<file path="src/rtl/brc_pkg.sv">
// Shared constants and types for the buck ramp and linear regulator control
package brc_pkg;

   // Register addresses; buck one and two setpoint placement chosen locally
   localparam logic [7:0] BRC_ADDR_BUCK1_SET = 8'h0e;
   localparam logic [7:0] BRC_ADDR_BUCK2_SET = 8'h0f;
   localparam logic [7:0] BRC_ADDR_BUCK3_SET = 8'h10;
   localparam logic [7:0] BRC_ADDR_RAMP = 8'h11;
   localparam logic [7:0] BRC_ADDR_LINREG1 = 8'h12;

   // Reset values
   localparam logic [7:0] BRC_RAMP_RST = 8'h06;
   localparam logic [7:0] BRC_LINREG1_RST = 8'h09;
   localparam logic [7:0] BRC_BUCK_SET_RST = 8'h08;

   // Ramp control field positions
   localparam int BRC_LAUNCH_BIT = 7;
   localparam int BRC_BYPASS_BIT = 6;
   localparam int BRC_PWM1_BIT = 5;
   localparam int BRC_PWM2_BIT = 4;
   localparam int BRC_PWM3_BIT = 3;
   localparam int BRC_RATE_LSB = 0;
   localparam int BRC_RATE_W = 3;
   localparam logic [2:0] BRC_RATE_IMMEDIATE = 3'h7;

   // Setpoint register fields
   localparam int BRC_XADJ_BIT = 7;
   localparam int BRC_CODE_W = 6;
   localparam int BRC_LINREG_W = 4;
   localparam int BRC_NUM_BUCKS = 3;

   // Dwell per setpoint code, in picoseconds so 3.5 us stays whole
   localparam int BRC_CLK_PERIOD_PS = 20000;
   localparam int BRC_DWELL0_PS = 224000000;
   localparam int BRC_DWELL1_PS = 112000000;
   localparam int BRC_DWELL2_PS = 56000000;
   localparam int BRC_DWELL3_PS = 28000000;
   localparam int BRC_DWELL4_PS = 14000000;
   localparam int BRC_DWELL5_PS = 7000000;
   localparam int BRC_DWELL6_PS = 3500000;
   localparam int BRC_DWELL0_CYC =
      (BRC_DWELL0_PS + BRC_CLK_PERIOD_PS - 1) / BRC_CLK_PERIOD_PS;
   localparam int BRC_DWELL1_CYC =
      (BRC_DWELL1_PS + BRC_CLK_PERIOD_PS - 1) / BRC_CLK_PERIOD_PS;
   localparam int BRC_DWELL2_CYC =
      (BRC_DWELL2_PS + BRC_CLK_PERIOD_PS - 1) / BRC_CLK_PERIOD_PS;
   localparam int BRC_DWELL3_CYC =
      (BRC_DWELL3_PS + BRC_CLK_PERIOD_PS - 1) / BRC_CLK_PERIOD_PS;
   localparam int BRC_DWELL4_CYC =
      (BRC_DWELL4_PS + BRC_CLK_PERIOD_PS - 1) / BRC_CLK_PERIOD_PS;
   localparam int BRC_DWELL5_CYC =
      (BRC_DWELL5_PS + BRC_CLK_PERIOD_PS - 1) / BRC_CLK_PERIOD_PS;
   localparam int BRC_DWELL6_CYC =
      (BRC_DWELL6_PS + BRC_CLK_PERIOD_PS - 1) / BRC_CLK_PERIOD_PS;
   localparam int BRC_DWELL_W = 14;

   typedef struct packed {
      logic wr;
      logic rd;
      logic [7:0] addr;
      logic [7:0] wdata;
   } brc_reg_req_t;

   typedef struct packed {
      logic forced_pwm;
      logic ext_adjust;
      logic [BRC_CODE_W-1:0] code;
   } brc_buck_out_t;

   typedef enum logic [1:0] {
      BRC_IDLE = 2'b01,
      BRC_RAMP = 2'b10
   } brc_ramp_st_t;

endpackage

</file>
<file path="src/rtl/brc_ctrl.sv">
// Buck ramp control and linear regulator one level register bank
//
// Notes on behaviour
// - Launch bit one starts ramp to setpoints
// - Launch bit self-clears when ramp completes
// - Bypass starts ramp on every setpoint write
// - Bypass-started ramps still follow rate selector
// - One rate and launch for all bucks
// - Forced-PWM bits 5,4,3 hold converters PWM
// - Forced-PWM zero lets converter choose mode
// - Rates 0-3: 224, 112, 56, 28 us
// - Rates 4-6: 14, 7, 3.5 us
// - Rate seven applies setpoint at once
// - Ramp rate is code step over dwell
// - Ramp register at 0x11, resets to 0x06
// - Writes ignored unless password unlock done
// - Regulator code bits 3-0 pick level
// - Regulator top nibble reads zero, resets 0x09
// - Setpoints hold 6-bit code plus external bit
module brc_ctrl import brc_pkg::*; #(
   parameter int DWELL0_CYC = BRC_DWELL0_CYC,
   parameter int DWELL1_CYC = BRC_DWELL1_CYC
) (
   input wire logic clk_sys,
   input wire logic rst,
   input wire brc_reg_req_t reg_req,
   input wire logic unlocked,
   output logic [7:0] rdata,
   output brc_buck_out_t [BRC_NUM_BUCKS-1:0] buck_out,
   output logic [BRC_LINREG_W-1:0] linreg1_code,
   output logic ramp_busy
);

   typedef struct packed {
      logic launch;
      logic bypass;
      logic [BRC_NUM_BUCKS-1:0] fpwm;
      logic [BRC_RATE_W-1:0] rate;
      logic [BRC_NUM_BUCKS-1:0][7:0] setp;
      logic [BRC_NUM_BUCKS-1:0][BRC_CODE_W-1:0] target;
      logic [BRC_LINREG_W-1:0] linreg;
      logic [7:0] rdata;
      logic [BRC_DWELL_W-1:0] dwell;
      brc_ramp_st_t st;
      logic busy;
   } brc_state_t;

   brc_state_t s_reg;
   brc_state_t s_next;
   logic [BRC_NUM_BUCKS-1:0][BRC_CODE_W-1:0] applied;
   logic [BRC_NUM_BUCKS-1:0] done;
   logic all_done;
   logic tick;
   logic immediate;

   // Dwell reload; counts down to zero inclusive, hence the minus one
   function automatic logic [BRC_DWELL_W-1:0] dwell_load(
      input logic [BRC_RATE_W-1:0] rate
   );
      case (rate)
         3'h0: dwell_load = BRC_DWELL_W'(DWELL0_CYC - 1);
         3'h1: dwell_load = BRC_DWELL_W'(DWELL1_CYC - 1);
         3'h2: dwell_load = BRC_DWELL_W'(BRC_DWELL2_CYC - 1);
         3'h3: dwell_load = BRC_DWELL_W'(BRC_DWELL3_CYC - 1);
         3'h4: dwell_load = BRC_DWELL_W'(BRC_DWELL4_CYC - 1);
         3'h5: dwell_load = BRC_DWELL_W'(BRC_DWELL5_CYC - 1);
         3'h6: dwell_load = BRC_DWELL_W'(BRC_DWELL6_CYC - 1);
         default: dwell_load = '0;
      endcase
   endfunction

   // Index of the setpoint register at an address, or NUM_BUCKS if none
   function automatic int buck_index(input logic [7:0] addr);
      case (addr)
         BRC_ADDR_BUCK1_SET: buck_index = 0;
         BRC_ADDR_BUCK2_SET: buck_index = 1;
         BRC_ADDR_BUCK3_SET: buck_index = 2;
         default: buck_index = BRC_NUM_BUCKS;
      endcase
   endfunction

   // One tick and one rate drive every stepper
   assign tick = (s_reg.st == BRC_RAMP) && (s_reg.dwell == '0);
   assign immediate = (s_reg.rate == BRC_RATE_IMMEDIATE);

   genvar g;
   generate
      for (g = 0; g < BRC_NUM_BUCKS; g = g + 1) begin : g_buck
         brc_stepper #(
            .RESET_CODE(BRC_BUCK_SET_RST[BRC_CODE_W-1:0])
         ) u_step (
            .clk_sys(clk_sys),
            .rst(rst),
            .target(s_reg.target[g]),
            .tick(tick),
            .immediate(immediate),
            .applied(applied[g])
         );
         assign done[g] = (applied[g] == s_reg.target[g]);
         assign buck_out[g].forced_pwm = s_reg.fpwm[g];
         assign buck_out[g].ext_adjust = s_reg.setp[g][BRC_XADJ_BIT];
         assign buck_out[g].code = applied[g];
      end
   endgenerate

   assign all_done = &done;

   always_comb begin
      logic wr_ok;
      int bi;
      wr_ok = reg_req.wr && unlocked;
      bi = buck_index(reg_req.addr);
      s_next = s_reg;

      // Launch clears when finished; a new launch write wins
      if (s_reg.launch && all_done) begin
         s_next.launch = 1'b0;
      end

      if (wr_ok && reg_req.addr == BRC_ADDR_RAMP) begin
         s_next.bypass = reg_req.wdata[BRC_BYPASS_BIT];
         s_next.fpwm[0] = reg_req.wdata[BRC_PWM1_BIT];
         s_next.fpwm[1] = reg_req.wdata[BRC_PWM2_BIT];
         s_next.fpwm[2] = reg_req.wdata[BRC_PWM3_BIT];
         s_next.rate = reg_req.wdata[BRC_RATE_LSB +: BRC_RATE_W];
         if (reg_req.wdata[BRC_LAUNCH_BIT]) begin
            s_next.launch = 1'b1;
            for (int i = 0; i < BRC_NUM_BUCKS; i++) begin
               s_next.target[i] = s_reg.setp[i][BRC_CODE_W-1:0];
            end
         end
      end

      if (wr_ok && bi < BRC_NUM_BUCKS) begin
         s_next.setp[bi] = {reg_req.wdata[BRC_XADJ_BIT], 1'b0,
                            reg_req.wdata[BRC_CODE_W-1:0]};
         // Without bypass the target stays put until launch
         if (s_reg.bypass) begin
            s_next.target[bi] = reg_req.wdata[BRC_CODE_W-1:0];
         end
      end

      if (wr_ok && reg_req.addr == BRC_ADDR_LINREG1) begin
         s_next.linreg = reg_req.wdata[BRC_LINREG_W-1:0];
      end

      // Reads need no unlock; unmapped addresses read zero
      if (reg_req.rd) begin
         s_next.rdata = 8'h00;
         if (reg_req.addr == BRC_ADDR_RAMP) begin
            s_next.rdata[BRC_LAUNCH_BIT] = s_reg.launch;
            s_next.rdata[BRC_BYPASS_BIT] = s_reg.bypass;
            s_next.rdata[BRC_PWM1_BIT] = s_reg.fpwm[0];
            s_next.rdata[BRC_PWM2_BIT] = s_reg.fpwm[1];
            s_next.rdata[BRC_PWM3_BIT] = s_reg.fpwm[2];
            s_next.rdata[BRC_RATE_LSB +: BRC_RATE_W] = s_reg.rate;
         end else if (reg_req.addr == BRC_ADDR_LINREG1) begin
            s_next.rdata = {4'h0, s_reg.linreg};
         end else if (bi < BRC_NUM_BUCKS) begin
            s_next.rdata = s_reg.setp[bi];
         end
      end

      // Dwell sequencer; first step lands one full dwell after start
      case (s_reg.st)
         BRC_IDLE: begin
            if (!all_done) begin
               s_next.st = BRC_RAMP;
               s_next.dwell = dwell_load(s_reg.rate);
            end
         end
         BRC_RAMP: begin
            if (all_done) begin
               s_next.st = BRC_IDLE;
            end else if (s_reg.dwell == '0) begin
               s_next.dwell = dwell_load(s_reg.rate);
            end else begin
               s_next.dwell = s_reg.dwell - 14'h0001;
            end
         end
         default: begin
            s_next.st = BRC_IDLE;
         end
      endcase
      s_next.busy = (s_next.st == BRC_RAMP);
   end

   always_ff @(posedge clk_sys) begin
      if (rst) begin
         s_reg.launch <= BRC_RAMP_RST[BRC_LAUNCH_BIT];
         s_reg.bypass <= BRC_RAMP_RST[BRC_BYPASS_BIT];
         s_reg.fpwm <= 3'h0;
         s_reg.rate <= BRC_RAMP_RST[BRC_RATE_LSB +: BRC_RATE_W];
         s_reg.setp <= {BRC_NUM_BUCKS{BRC_BUCK_SET_RST}};
         s_reg.target <= {BRC_NUM_BUCKS{BRC_BUCK_SET_RST[BRC_CODE_W-1:0]}};
         s_reg.linreg <= BRC_LINREG1_RST[BRC_LINREG_W-1:0];
         s_reg.rdata <= 8'h00;
         s_reg.dwell <= '0;
         s_reg.st <= BRC_IDLE;
         s_reg.busy <= 1'b0;
      end else begin
         s_reg <= s_next;
      end
   end

   assign rdata = s_reg.rdata;
   assign linreg1_code = s_reg.linreg;
   assign ramp_busy = s_reg.busy;

endmodule // brc_ctrl

</file>
<file path="src/rtl/brc_stepper.sv">
// One converter's applied code, stepping toward its ramp target
module brc_stepper import brc_pkg::*; #(
   parameter logic [BRC_CODE_W-1:0] RESET_CODE = 6'h08
) (
   input wire logic clk_sys,
   input wire logic rst,
   input wire logic [BRC_CODE_W-1:0] target,
   input wire logic tick,
   input wire logic immediate,
   output logic [BRC_CODE_W-1:0] applied
);

   typedef struct packed {
      logic [BRC_CODE_W-1:0] code;
   } brc_step_st_t;

   brc_step_st_t s_reg;
   brc_step_st_t s_next;

   always_comb begin
      s_next = s_reg;
      if (immediate) begin
         s_next.code = target;
      end else if (tick && s_reg.code < target) begin
         s_next.code = s_reg.code + 6'h01;
      end else if (tick && s_reg.code > target) begin
         s_next.code = s_reg.code - 6'h01;
      end
   end

   always_ff @(posedge clk_sys) begin
      if (rst) begin
         s_reg.code <= RESET_CODE;
      end else begin
         s_reg <= s_next;
      end
   end

   assign applied = s_reg.code;

endmodule // brc_stepper

</file>
<file path="config.mk">
export PLATFORM = sky130hd
export DESIGN_NAME = brc_ctrl
export DESIGN_NICKNAME = d
export VERILOG_FILES = /design/src/rtl/brc_pkg.sv /design/src/rtl/brc_ctrl.sv /design/src/rtl/brc_stepper.sv
export SDC_FILE = /design/constraint.sdc
export NUM_CORES = 1
export LEC_CHECK = 0
export ABC_AREA = 1
export BUFFER_PORTS_ARGS = -buffer_cell sky130_fd_sc_hd__buf_2
export CORE_MARGIN = 2
export CORE_UTILIZATION = 30
export DETAILED_ROUTE_END_ITERATION = 8
export SLEW_MARGIN = 20
export SYNTH_ARGS = -nofsm -noshare
export SYNTH_HDL_FRONTEND = slang
export SYNTH_HIERARCHICAL = 1
export SYNTH_SLANG_ARGS = --single-unit
</file>
<file path="constraint.sdc">
create_clock -name clk_sys -period 3.29 [get_ports clk_sys]
set_input_delay 0.1645 -clock clk_sys [delete_from_list [all_inputs] [get_ports clk_sys]]
set_output_delay 0.1645 -clock clk_sys [all_outputs]
set_load 0.05 [all_outputs]
</file>
Word level (Yosys, flattened, before mapping)
Index checks and enable logic that the tools add are counted.

word-level totals
  bits in writable memories = 0
  latch bits = 0
  register bits after elaboration = 97
  bits of input ports = 21
  memories kept = 0
  ROM bits = 0
  output and inout bits = 37
  word-level logic and storage cells = 111

operators by class
  divide/modulo/power cells = 0
  order comparisons = 9
  multiplexer cells = 36
  multiply operators = 0
  equal/unequal tests = 20
  add/sub/neg operators = 7
  reduce and logical (&&, ||, !) cells = 21
  bitwise logic cells = 0
  shifts and indexed selects = 0

operators with widths
  kind                                                                    number
  14-bit one-hot mux with 7 select lines                                  1
  18-bit 2-to-1 mux                                                       4
  6-bit 2-to-1 mux                                                        10
  8-bit 2-to-1 mux                                                        7
  32-bit by 1-bit >= comparator with 1-bit output, second input constant  1
  32-bit by 3-bit < comparator with 1-bit output, second input constant   1
  32-bit by 4-bit < comparator with 1-bit output, second input constant   1
  14-bit 2-to-1 mux                                                       2
  14-bit one-hot mux with 2 select lines                                  1
  24-bit bitwise mux                                                      1
  8-bit by 5-bit == test with 1-bit output, second input constant         3
  6-bit by 1-bit adder with 6-bit output, second input constant           3
  18-bit bitwise mux                                                      1
  6-bit == test                                                           3
  6-bit > comparator                                                      3
  6-bit < comparator                                                      3
  6-bit by 1-bit subtractor with 6-bit output, second input constant      3
  8-bit binary-select mux with 2-bit select                               1
  8-bit demux with 2-bit select                                           1
  8-bit by 4-bit == test with 1-bit output, second input constant         2
  16-bit 2-to-1 mux                                                       1
  14-bit logical NOT                                                      1
  14-bit by 1-bit subtractor with 14-bit output, second input constant    1
  1-bit logical AND                                                       13
  other kinds (15)                                                        25

Logic depth before layout (Yosys ltp)
Gate-level depths: netlist of run 1.

  depth in word-level cells = 9
  depth in mapped cells = 20
  mapped depth without buffers = 20

Modules after synthesis
The synthesis of run 1 kept the hierarchy.

by module, submodules not included
  module       cells each  times used  area an instance (um2)
  brc_ctrl     738         1           4630.7
  brc_stepper  101         3           646.9

Least setup slack after synthesis of run 1
Ideal clock, no wire load.

  path type = register -> register
  start point = register s_reg[3] (netlist bit)
  end point = register g_buck[0].u_step.s_reg (netlist bit g_buck[0].u_step/applied[5])
  buffers on the path = 0
  data required time = 3224 ps
  period minus slack after synthesis = 2682 ps
  data arrival time = 2616 ps
  cell stages (with the launch flop) = 20
  path slack = 608 ps
  cells stage by stage = dfxtp_1 > inv_1 > ha_1 > nand3_1 > nor2_2 > nand2_4 > nor2_2 > nand2_1 > nor2_2 > nand3_2 > ha_1 > nand2_1 > nand2_1 > nand3_1 > nand2_1 > nor2_1 > nand3_1 > nand3_1 > nand2_1 > a21oi_2

between the ends
  word-level cells in the longest chain between the ends = 5
  elaborated cells on any way between the ends = 7
  classes of those cells = mux: 2; reduce/logical: 5

RTL lines
  element                 line               source
  start, declared         brc_ctrl.sv:48     brc_state_t s_reg;
  start signal, assigned  brc_ctrl.sv:202    s_reg <= s_next;
  14-bit logical NOT *    brc_ctrl.sv:83     assign tick = (s_reg.st == BRC_RAMP) && (s_reg.dwell == '0);
  1-bit logical AND *     brc_ctrl.sv:83
  via tick                brc_ctrl.sv:53     logic tick;
  1-bit logical AND       brc_stepper.sv:24  end else if (tick && s_reg.code < target) begin
  6-bit 2-to-1 mux        brc_stepper.sv:24
  6-bit 2-to-1 mux        brc_stepper.sv:22  if (immediate) begin
  end signal, assigned    brc_stepper.sv:35  s_reg <= s_next;
  end, declared           brc_stepper.sv:17  brc_step_st_t s_reg;

The timed path passes the listed nets; every way through them passes the cells marked *.
A chain may end at the register's enable or synchronous reset.

Worst setup path in the final report of run 1
Same ends and word-level chain as after synthesis.

==> flow_metrics.py, run 1 <==
metrics = {
    "timing": {
        "hold_ws_ns": 0.0629,
        "drv_slew": 0,
        "finalSetupViolations": 0,
        "fin_tns_setup_ns": 0,
        "slew_headroom": 0.478,
        "worstMarginPinSlew_ns": 0.783,
        "fin_crit_sh": 0.899,
        "fmax_mhz": 338,
        "setup_ws_ns": 0.333,
        "hold_viol": 0,
        "skew_ns": 0.0138,
        "fin_crit_ns": 2.96,
        "rsz0062_at_grt": "no",
    },
    "floorplan": {
        "start_util": 0.303,
        "die_height_um": 152,
        "die_w_um": 152,
        "fp-row-count": 54,
        "core-area_mm2": 0.0217,
        "pin_count": 58,
        "dieArea_mm2": 0.0231,
    },
    "critical_path": {
        "path_class": "register to register",
        "arrival_ns": 3.19,
        "crit_path_frequent_cell": "nand2_1",
        "worstPathCellList": "inv_1, ha_1, nand3_1, nor2_2, nand2_4, nor2_4, nand2_1, nor2_2, nand3_2, ha_1, nand2_1, nand2_1, nand3_1, nand2_1, nor2_1, inv_1, nand2_1, nand3_1, nand2_1, a21oi_2",
        "critPathLaunch": "s_reg[3]",
        "rr_startpoint": "s_reg[3]",
        "crit_fanout": 8,
        "end_kind": "register",
        "max_stage_delay_ns": 0.38,
        "slowest_stage": "ha_1",
        "startpoint_type": "register",
        "cp.required_ns": 3.52,
    },
    "clocking": {
        "h-tree-depth": 3,
        "cts_tree": "yes",
        "clock_tree.root_cell": "clkbuf_16",
        "cts_buffers": 9,
        "clk_pin_slew_ns": 0.08,
        "numClockSinks": 94,
        "hold_buffers": 0,
        "cts_buffer_depth": 2,
        "clkLatencyLatePin_ns": 0.36,
    },
    "logic_synthesis": {
        "synth_edf_count": 0,
        "ys_seq_area_frac": 0.286,
        "syn-num-nets": 1099,
        "synth_area_mm2": 0.00657,
        "ys_warn_count": 6,
        "ys_ff_latch": 94,
        "synth_ff_type": "dfxtp_1",
        "syn_area_per_cell_um2": 6.31,
        "synthCells": 1041,
        "ys_types": 35,
        "ys_async_sr_fraction": 0,
    },
    "cells_and_area": {
        "final_common_cell": "nand2_1",
        "final_cell_mix": "264 x nand2_1, 149 x inv_1, 129 x nor2_1, 94 x dfxtp_1, 81 x o21ai_0",
        "syn_to_final_growth_pct": 11.6,
        "diodes": 0,
        "fin_util": 0.338,
        "finalNetCount": 1138,
        "fin_area_mm2": 0.00733,
        "layout-drive-gt1-share": 0.120,
        "largest_reg_flops": 57,
    },
    "status": {
        "outcome": "finished clean",
    },
    "pwr": {
        "power_density_mw_per_mm2": 353,
        "power_leakage_nw": 3.61,
        "ir_drop_mv": 0.236,
    },
    "detailed_routing": {
        "wire_per_inst_um": 12.9,
        "drt-pass1-iter-count": 4,
        "viasPerCell": 4.69,
        "drc": 0,
        "drt_iter0_drc": 419,
        "routed_wl_mm": 17.6,
        "drtAntennaViolNets": 0,
        "vias": 6402,
    },
    "global_route": {
        "grt_overflow": 0,
        "grt_pass1_wl_mm": 29.6,
        "grt_max_degree": 29,
        "antenna_found_initial": 0,
        "grt_usage": 0.154,
        "grt_pass1_vias": 5907,
    },
    "flow_run": {
        "maxCapViolCount": 0,
    },
    "min_path": {
        "hp-start": "reg_req[6]",
        "hp-class": "input pin to register",
    },
    "placed_design": {
        "gp_congestion": 0.869,
        "port_buffers": 57,
        "placed_cell_area_mm2": 0.00703,
        "pre_cts_ws_ns": 0.271,
        "dp_hpwl_mm": 13.4,
    },
}
routing by layer:
layer | up-vias | global-route usage | wire, um
met5 | - | 0 | 0
met4 | 0 | 0.0396 | 273
met3 | 21 | 0.0237 | 565
met2 | 100 | 0.267 | 8390
met1 | 2894 | 0.200 | 8390
li1 | 3387 | - | -
final cells by class:
type	instances	area (um^2)
tap	280	350
clock buffer	9	225
multi-input combinational	752	3860
inverter	158	603
timing repair buffer	65	345
sequential	94	1880
clock inverter	7	72.6
fill	2372	14400
Yosys cell counts (4+ instances only):
| master | instances | area (um^2) |
|---|---|---|
| xor2_1 | 7 | 61.3 |
| inv_1 | 149 | 559 |
| nand2_2 | 7 | 43.8 |
| nor3_1 | 8 | 40.0 |
| nor2_1 | 129 | 484 |
| ha_1 | 34 | 425 |
| a21oi_1 | 68 | 340 |
| nor2_2 | 9 | 56.3 |
| dfxtp_1 | 94 | 1880 |
| a21oi_2 | 6 | 52.6 |
| clkbuf_1 | 9 | 33.8 |
| inv_4 | 4 | 25.0 |
| xnor2_1 | 9 | 78.8 |
| o211ai_1 | 14 | 105 |
| buf_4 | 18 | 135 |
| buf_2 | 5 | 25.0 |
| nor2_4 | 6 | 67.6 |
| o21ai_1 | 21 | 105 |
| nand3_1 | 51 | 255 |
| o21ai_0 | 81 | 405 |
| nand4_1 | 10 | 62.6 |
| o22ai_1 | 8 | 50.1 |
| inv_2 | 4 | 15.0 |
| nand2_1 | 264 | 991 |
| nand2_4 | 6 | 67.6 |
report_power, final:
part	leakage (nW)	switching (mW)	internal (mW)
logic	2.71	0.234	0.108
registers	0.759	0.0121	1.15
clock network	0.143	0.542	0.538
total	3.61	0.788	1.80
cells by family (layout without fill, tap and decap cells):
group / Yosys count / after routing / share of synthesized area
buf+inv: 195 / 239 / 0.128
fa+ha+maj: 37 / 37 / 0.0739
simple gates: 498 / 498 / 0.327
xor+xnor: 16 / 16 / 0.0213
flops: 94 / 94 / 0.286
compound gates: 201 / 201 / 0.164
worst max-delay path: cells and delay by family, from the launching register on:
kind,cells,cell delay (ns)
and+or+nand+nor,15,1.67
buffers and inverters,2,0.20
adders and majority gates,2,0.57
AOI/OAI and AO/OA,1,0.05
DFF,1,0.34
repair_timing:
item                                    in CTS  in global routing
resized for setup                            0                  1
endpoints found under the setup margin       0                  4
buffers inserted                             0                  0
path summary, 6_finish.rpt:
check | depth (start not counted) | to | slack, ns
worst max-delay path | 20 | g_buck[0].u_step/applied[5] | 0.33
worst min-delay path | 3 | s_reg[77] | 0.06
worst max register to register | 20 | g_buck[0].u_step/applied[5] | 0.33
worst min register to register | 2 | buck_out[15] | 0.47
through the flow:
stage | std cells | total power, mW
finish | 1365 | 2.59
global route | 1365 | 2.70
CTS | 1365 | 2.60
detailed placement | 1349 | 1.53
global placement | 1349 | 1.52
floorplan | 1041 | 1.44
(Power assumes the default switching activity.)
==> inputs of run 2 (changes only) <==
CORE_MARGIN = 10   (was 2)
CTS_BUF_LIST = sky130_fd_sc_hd__clkbuf_16   (was unset)
==> flow_metrics.py, run 2 (synthesis gave the netlist of run 1 again) <==
metrics = {
    "critical_path": {
        "crit_end": "g_buck[2].u_step/applied[5]",
        "critPathLaunch": "s_reg[3]",
        "end_kind": "register",
        "path_class": "register to register",
        "crit_fanout": 8,
        "reg2reg_to": "g_buck[2].u_step/applied[5]",
        "r2r_cells": 20,
        "cp.required_ns": 3.52,
        "arrival_ns": 3.21,
        "rr_startpoint": "s_reg[3]",
        "rrSetupSlack_ns": 0.32,
        "startpoint_type": "register",
    },
    "cells_and_area": {
        "diodes": 0,
        "final_cell_mix": "264 x nand2_1, 149 x inv_1, 129 x nor2_1, 94 x dfxtp_1, 81 x o21ai_0",
        "syn_to_final_growth_pct": 11.8,
        "regArea_mm2": 0.00188,
        "multiInputGateArea_mm2": 0.00386,
        "fillCellCount": 2364,
        "final_common_cell": "nand2_1",
        "largest_reg_flops": 57,
        "layout-drive-gt1-share": 0.120,
        "fin_area_mm2": 0.00735,
        "finalNetCount": 1138,
    },
    "timing": {
        "finalSetupViolations": 0,
        "worstMarginPinSlew_ns": 0.841,
        "fin_crit_ns": 2.97,
        "skew_ns": 0.00809,
        "rsz0062_at_grt": "no",
        "fin_tns_setup_ns": 0,
        "fin_crit_sh": 0.903,
        "slew_headroom": 0.439,
        "hold_viol": 0,
        "fmax_mhz": 336,
        "drv_slew": 0,
        "setup_ws_ns": 0.318,
        "hold_ws_ns": 0.0669,
    },
    "global_route": {
        "grt_pass1_wl_mm": 30.1,
        "antenna_found_initial": 0,
        "grt_pass1_vias": 5999,
        "grt_overflow": 0,
        "grt_usage": 0.127,
        "grt_max_degree": 31,
    },
    "floorplan": {
        "core-area_mm2": 0.0217,
        "die_w_um": 168,
        "fp-row-count": 54,
        "dieArea_mm2": 0.0282,
        "pin_count": 58,
        "die_height_um": 168,
        "start_util": 0.303,
    },
    "clocking": {
        "clk_pin_slew_ns": 0.07,
        "cts_buffer_depth": 2,
        "cts_buffers": 9,
        "h-tree-depth": 3,
        "cts_tree": "yes",
        "numClockSinks": 94,
        "cts_setup_buffers": 0,
        "clock_tree.root_cell": "clkbuf_16",
        "clkLatencyLatePin_ns": 0.36,
    },
    "placed_design": {
        "gp_congestion": 0.868,
        "dp_hpwl_mm": 13.8,
        "placed_cell_area_mm2": 0.00703,
        "pre_cts_ws_ns": 0.242,
        "port_buffers": 57,
    },
    "pwr": {
        "power_density_mw_per_mm2": 358,
        "power_leakage_nw": 3.62,
        "ir_drop_mv": 0.235,
    },
    "detailed_routing": {
        "wire_per_inst_um": 13.2,
        "wl_met2_mm": 8.37,
        "wl_met3_um": 625,
        "drtAntennaViolNets": 0,
        "drt_iter0_drc": 540,
        "highest_layer": "met4",
        "drt-pass1-iter-count": 5,
        "routed_wl_mm": 18.0,
        "drc": 0,
        "vias": 6374,
        "drt-met1-wl_mm": 8.63,
        "viasPerCell": 4.67,
    },
    "flow_run": {
        "maxCapViolCount": 0,
    },
    "status": {
        "outcome": "finished clean",
    },
    "min_path": {
        "hp-class": "input pin to register",
    },
}
[run 2: critical path, cell delays in order, from the launching register on]
cell,delay (ns)
dfxtp_1,0.34
inv_1,0.14
ha_1,0.20
nand3_1,0.10
nor2_2,0.21
nand2_4,0.13
nor2_4,0.21
nand2_1,0.10
nor2_2,0.14
nand3_2,0.20
ha_1,0.39
nand2_1,0.09
nand2_1,0.08
nand3_1,0.07
nand2_1,0.05
nor2_1,0.11
inv_1,0.05
nand2_1,0.06
nand3_1,0.06
nand2_1,0.08
a21oi_2,0.05
[run 2: stage by stage]
stage	total power, mW	utilization	cells
2_1_floorplan	1.44	-	1041
3_3_place_gp	1.52	0.324	1349
3_5_place_dp	1.53	0.324	1349
4_1_cts	2.65	0.339	1365
5_1_grt	2.75	0.339	1365
6_report	2.63	0.339	1365
[run 2: how the worst min path moves through the flow]
stage / startpoint / endpoint / slack (ns) / depth (start not counted)
after detailed placement: reg_req[6] / s_reg[77] / 0.45 / 3
after global routing: reg_req[6] / s_reg[77] / 0.07 / 3
after floorplan: rst / g_buck[0].u_step/applied[5] / 0.23 / 1
after CTS: reg_req[6] / s_reg[77] / 0.07 / 3
final: reg_req[6] / s_reg[77] / 0.07 / 3
after global placement: reg_req[6] / s_reg[77] / 0.46 / 3
[run 2: per-layer routing]
layer / GRT usage / up-vias
met5: 0 / -
met4: 0.0424 / 0
met3: 0.0210 / 18
met2: 0.209 / 105
met1: 0.164 / 2853
li1: - / 3398
[run 2: repair_timing]
item	4_1_cts	5_1_grt
resized for setup	0	1
endpoints found under the setup margin	0	3
hold buffers	0	0
[run 2: final cells by class]
cell class | instances | area share
clock buffers | 9 | 0.0306
clock inverters | 7 | 0.0119
inverters | 158 | 0.0821
multi-input cells | 752 | 0.525
flip-flops and latches | 94 | 0.256
well taps | 280 | 0.0477
repair buffers | 65 | 0.0470
[run 2: where the power goes]
| group | switching, mW | internal (mW) |
|---|---|---|
| Clock | 0.520 | 0.608 |
| Sequential | 0.0121 | 1.15 |
| Combinational | 0.234 | 0.107 |
==> inputs of run 3 (changes only) <==
CELL_PAD_IN_SITES_DETAIL_PLACEMENT = 0   (was unset)
CELL_PAD_IN_SITES_GLOBAL_PLACEMENT = 2   (was unset)
PLACE_DENSITY_LB_ADDON = 0.1   (was unset)
==> flow_metrics.py, run 3 (synthesis gave the netlist of run 1 again) <==
metrics = {
    "status": {
        "outcome": "finished clean",
    },
    "timing": {
        "fin_crit_ns": 2.98,
        "slew_headroom": 0.636,
        "drv_slew": 0,
        "setup_ws_ns": 0.306,
        "fin_crit_sh": 0.907,
        "skew_ns": 0.00825,
        "rsz0062_at_grt": "no",
        "hold_viol": 0,
        "hold_ws_ns": 0.0691,
        "fin_tns_setup_ns": 0,
        "worstMarginPinSlew_ns": 0.543,
        "fmax_mhz": 335,
        "finalSetupViolations": 0,
    },
    "critical_path": {
        "crit_fanout": 8,
        "arrival_ns": 3.21,
        "critPathLaunch": "s_reg[3]",
        "startpoint_type": "register",
        "rr_startpoint": "s_reg[3]",
        "path_class": "register to register",
        "cp.required_ns": 3.51,
        "end_kind": "register",
    },
    "detailed_routing": {
        "viasPerCell": 4.59,
        "drt_iter0_drc": 282,
        "drt-pass1-iter-count": 4,
        "vias": 6272,
        "drc": 0,
        "routed_wl_mm": 20.1,
        "drtAntennaViolNets": 0,
        "wire_per_inst_um": 14.7,
    },
    "clocking": {
        "h-tree-depth": 3,
        "hold_buffers": 0,
        "cts_buffer_depth": 2,
        "clock_tree.root_cell": "clkbuf_16",
        "numClockSinks": 94,
        "cts_tree": "yes",
        "cts_buffers": 9,
        "cts_resized": 0,
        "clkLatencyLatePin_ns": 0.35,
        "clk_pin_slew_ns": 0.07,
        "cts_setup_buffers": 0,
    },
    "floorplan": {
        "die_height_um": 168,
        "start_util": 0.303,
        "pin_count": 58,
        "fp-row-count": 54,
        "dieArea_mm2": 0.0282,
        "core-area_mm2": 0.0217,
        "die_w_um": 168,
    },
    "min_path": {
        "hp-start": "reg_req[6]",
        "hp-class": "input pin to register",
    },
    "flow_run": {
        "maxCapViolCount": 0,
    },
    "pwr": {
        "power_leakage_nw": 3.64,
        "ir_drop_mv": 0.202,
        "power_density_mw_per_mm2": 364,
    },
    "placed_design": {
        "gp_congestion": 0.830,
        "dp_hpwl_mm": 15.5,
        "pre_cts_ws_ns": 0.269,
        "numPlacedInstances": 1350,
        "port_buffers": 57,
    },
    "cells_and_area": {
        "diodes": 0,
        "largest_reg_flops": 57,
        "fin_util": 0.342,
        "syn_to_final_growth_pct": 12.8,
        "layout-drive-gt1-share": 0.122,
        "final_common_cell": "nand2_1",
        "finalNetCount": 1139,
        "final_cell_mix": "264 x nand2_1, 150 x inv_1, 128 x nor2_1, 94 x dfxtp_1, 81 x o21ai_0",
        "fin_cells": 1366,
    },
    "global_route": {
        "grt_overflow": 0,
        "grt_max_degree": 29,
        "grt_pass1_wl_mm": 33.1,
        "antenna_found_initial": 0,
        "grt_pass1_vias": 6042,
        "grt_usage": 0.143,
    },
}
==> run 3: cell count changes in the layout (fill, tap and decap cells not counted), sizes merged <==
| cell | delta |
|---|---|
| buf | +1 |
| clkinv | -1 |
| bufinv | +1 |
==> run 3: final cells by class <==
class	instances	area, um^2
tap	280	350
multi-input combinational	752	3890
fill	2447	14300
clock buffer	9	225
sequential	94	1880
inverter	158	603
timing repair buffer	66	365
clock inverter	7	97.6
==> run 3: report_power, final <==
part | leakage (nW) | internal (mW) | total (mW) | switching (mW)
Clock | 0.163 | 0.673 | 1.19 | 0.516
Combinational | 2.72 | 0.109 | 0.348 | 0.239
Sequential | 0.759 | 1.15 | 1.16 | 0.0117
==> run 3: worst max-delay path: stages (launching register included) <==
cell and delay [ns]:
dfxtp_1 0.33, inv_1 0.14, ha_1 0.22, nand3_1 0.13, nor2_4 0.16, nand2_4 0.11
nor2_2 0.09, buf_4 0.21, nand2_1 0.08, nor2_2 0.14, nand3_2 0.21, ha_1 0.40
a21oi_1 0.17, nand2_1 0.06, nor2_1 0.12, inv_1 0.05, nand2_1 0.06, nand3_1 0.06
nand2_1 0.07, a21oi_2 0.05
==> run 3: worst paths after layout <==
kind | depth (start not counted) | slack (ns) | end
max | 19 | 0.31 | g_buck[1].u_step/applied[5]
max reg2reg | 19 | 0.31 | g_buck[1].u_step/applied[5]
min | 3 | 0.07 | s_reg[77]
min reg2reg | 2 | 0.46 | buck_out[15]
==> run 3: routing by layer <==
metal / GRT usage / up-vias / wire length, um
li1: - / 3394 / -
met1: 0.191 / 2791 / 9900
met3: 0.0191 / 16 / 475
met2: 0.236 / 71 / 9380
met4: 0.0390 / 0 / 301
met5: 0 / - / 0
==> run 3: stage by stage <==
step           power, mW  instance area [um^2]
6_report            2.70                  7410
5_1_grt             2.84                  7410
4_1_cts             2.75                  7380
3_5_place_dp        1.54                  7050
3_3_place_gp        1.55                  7050
2_1_floorplan       1.44                  6570
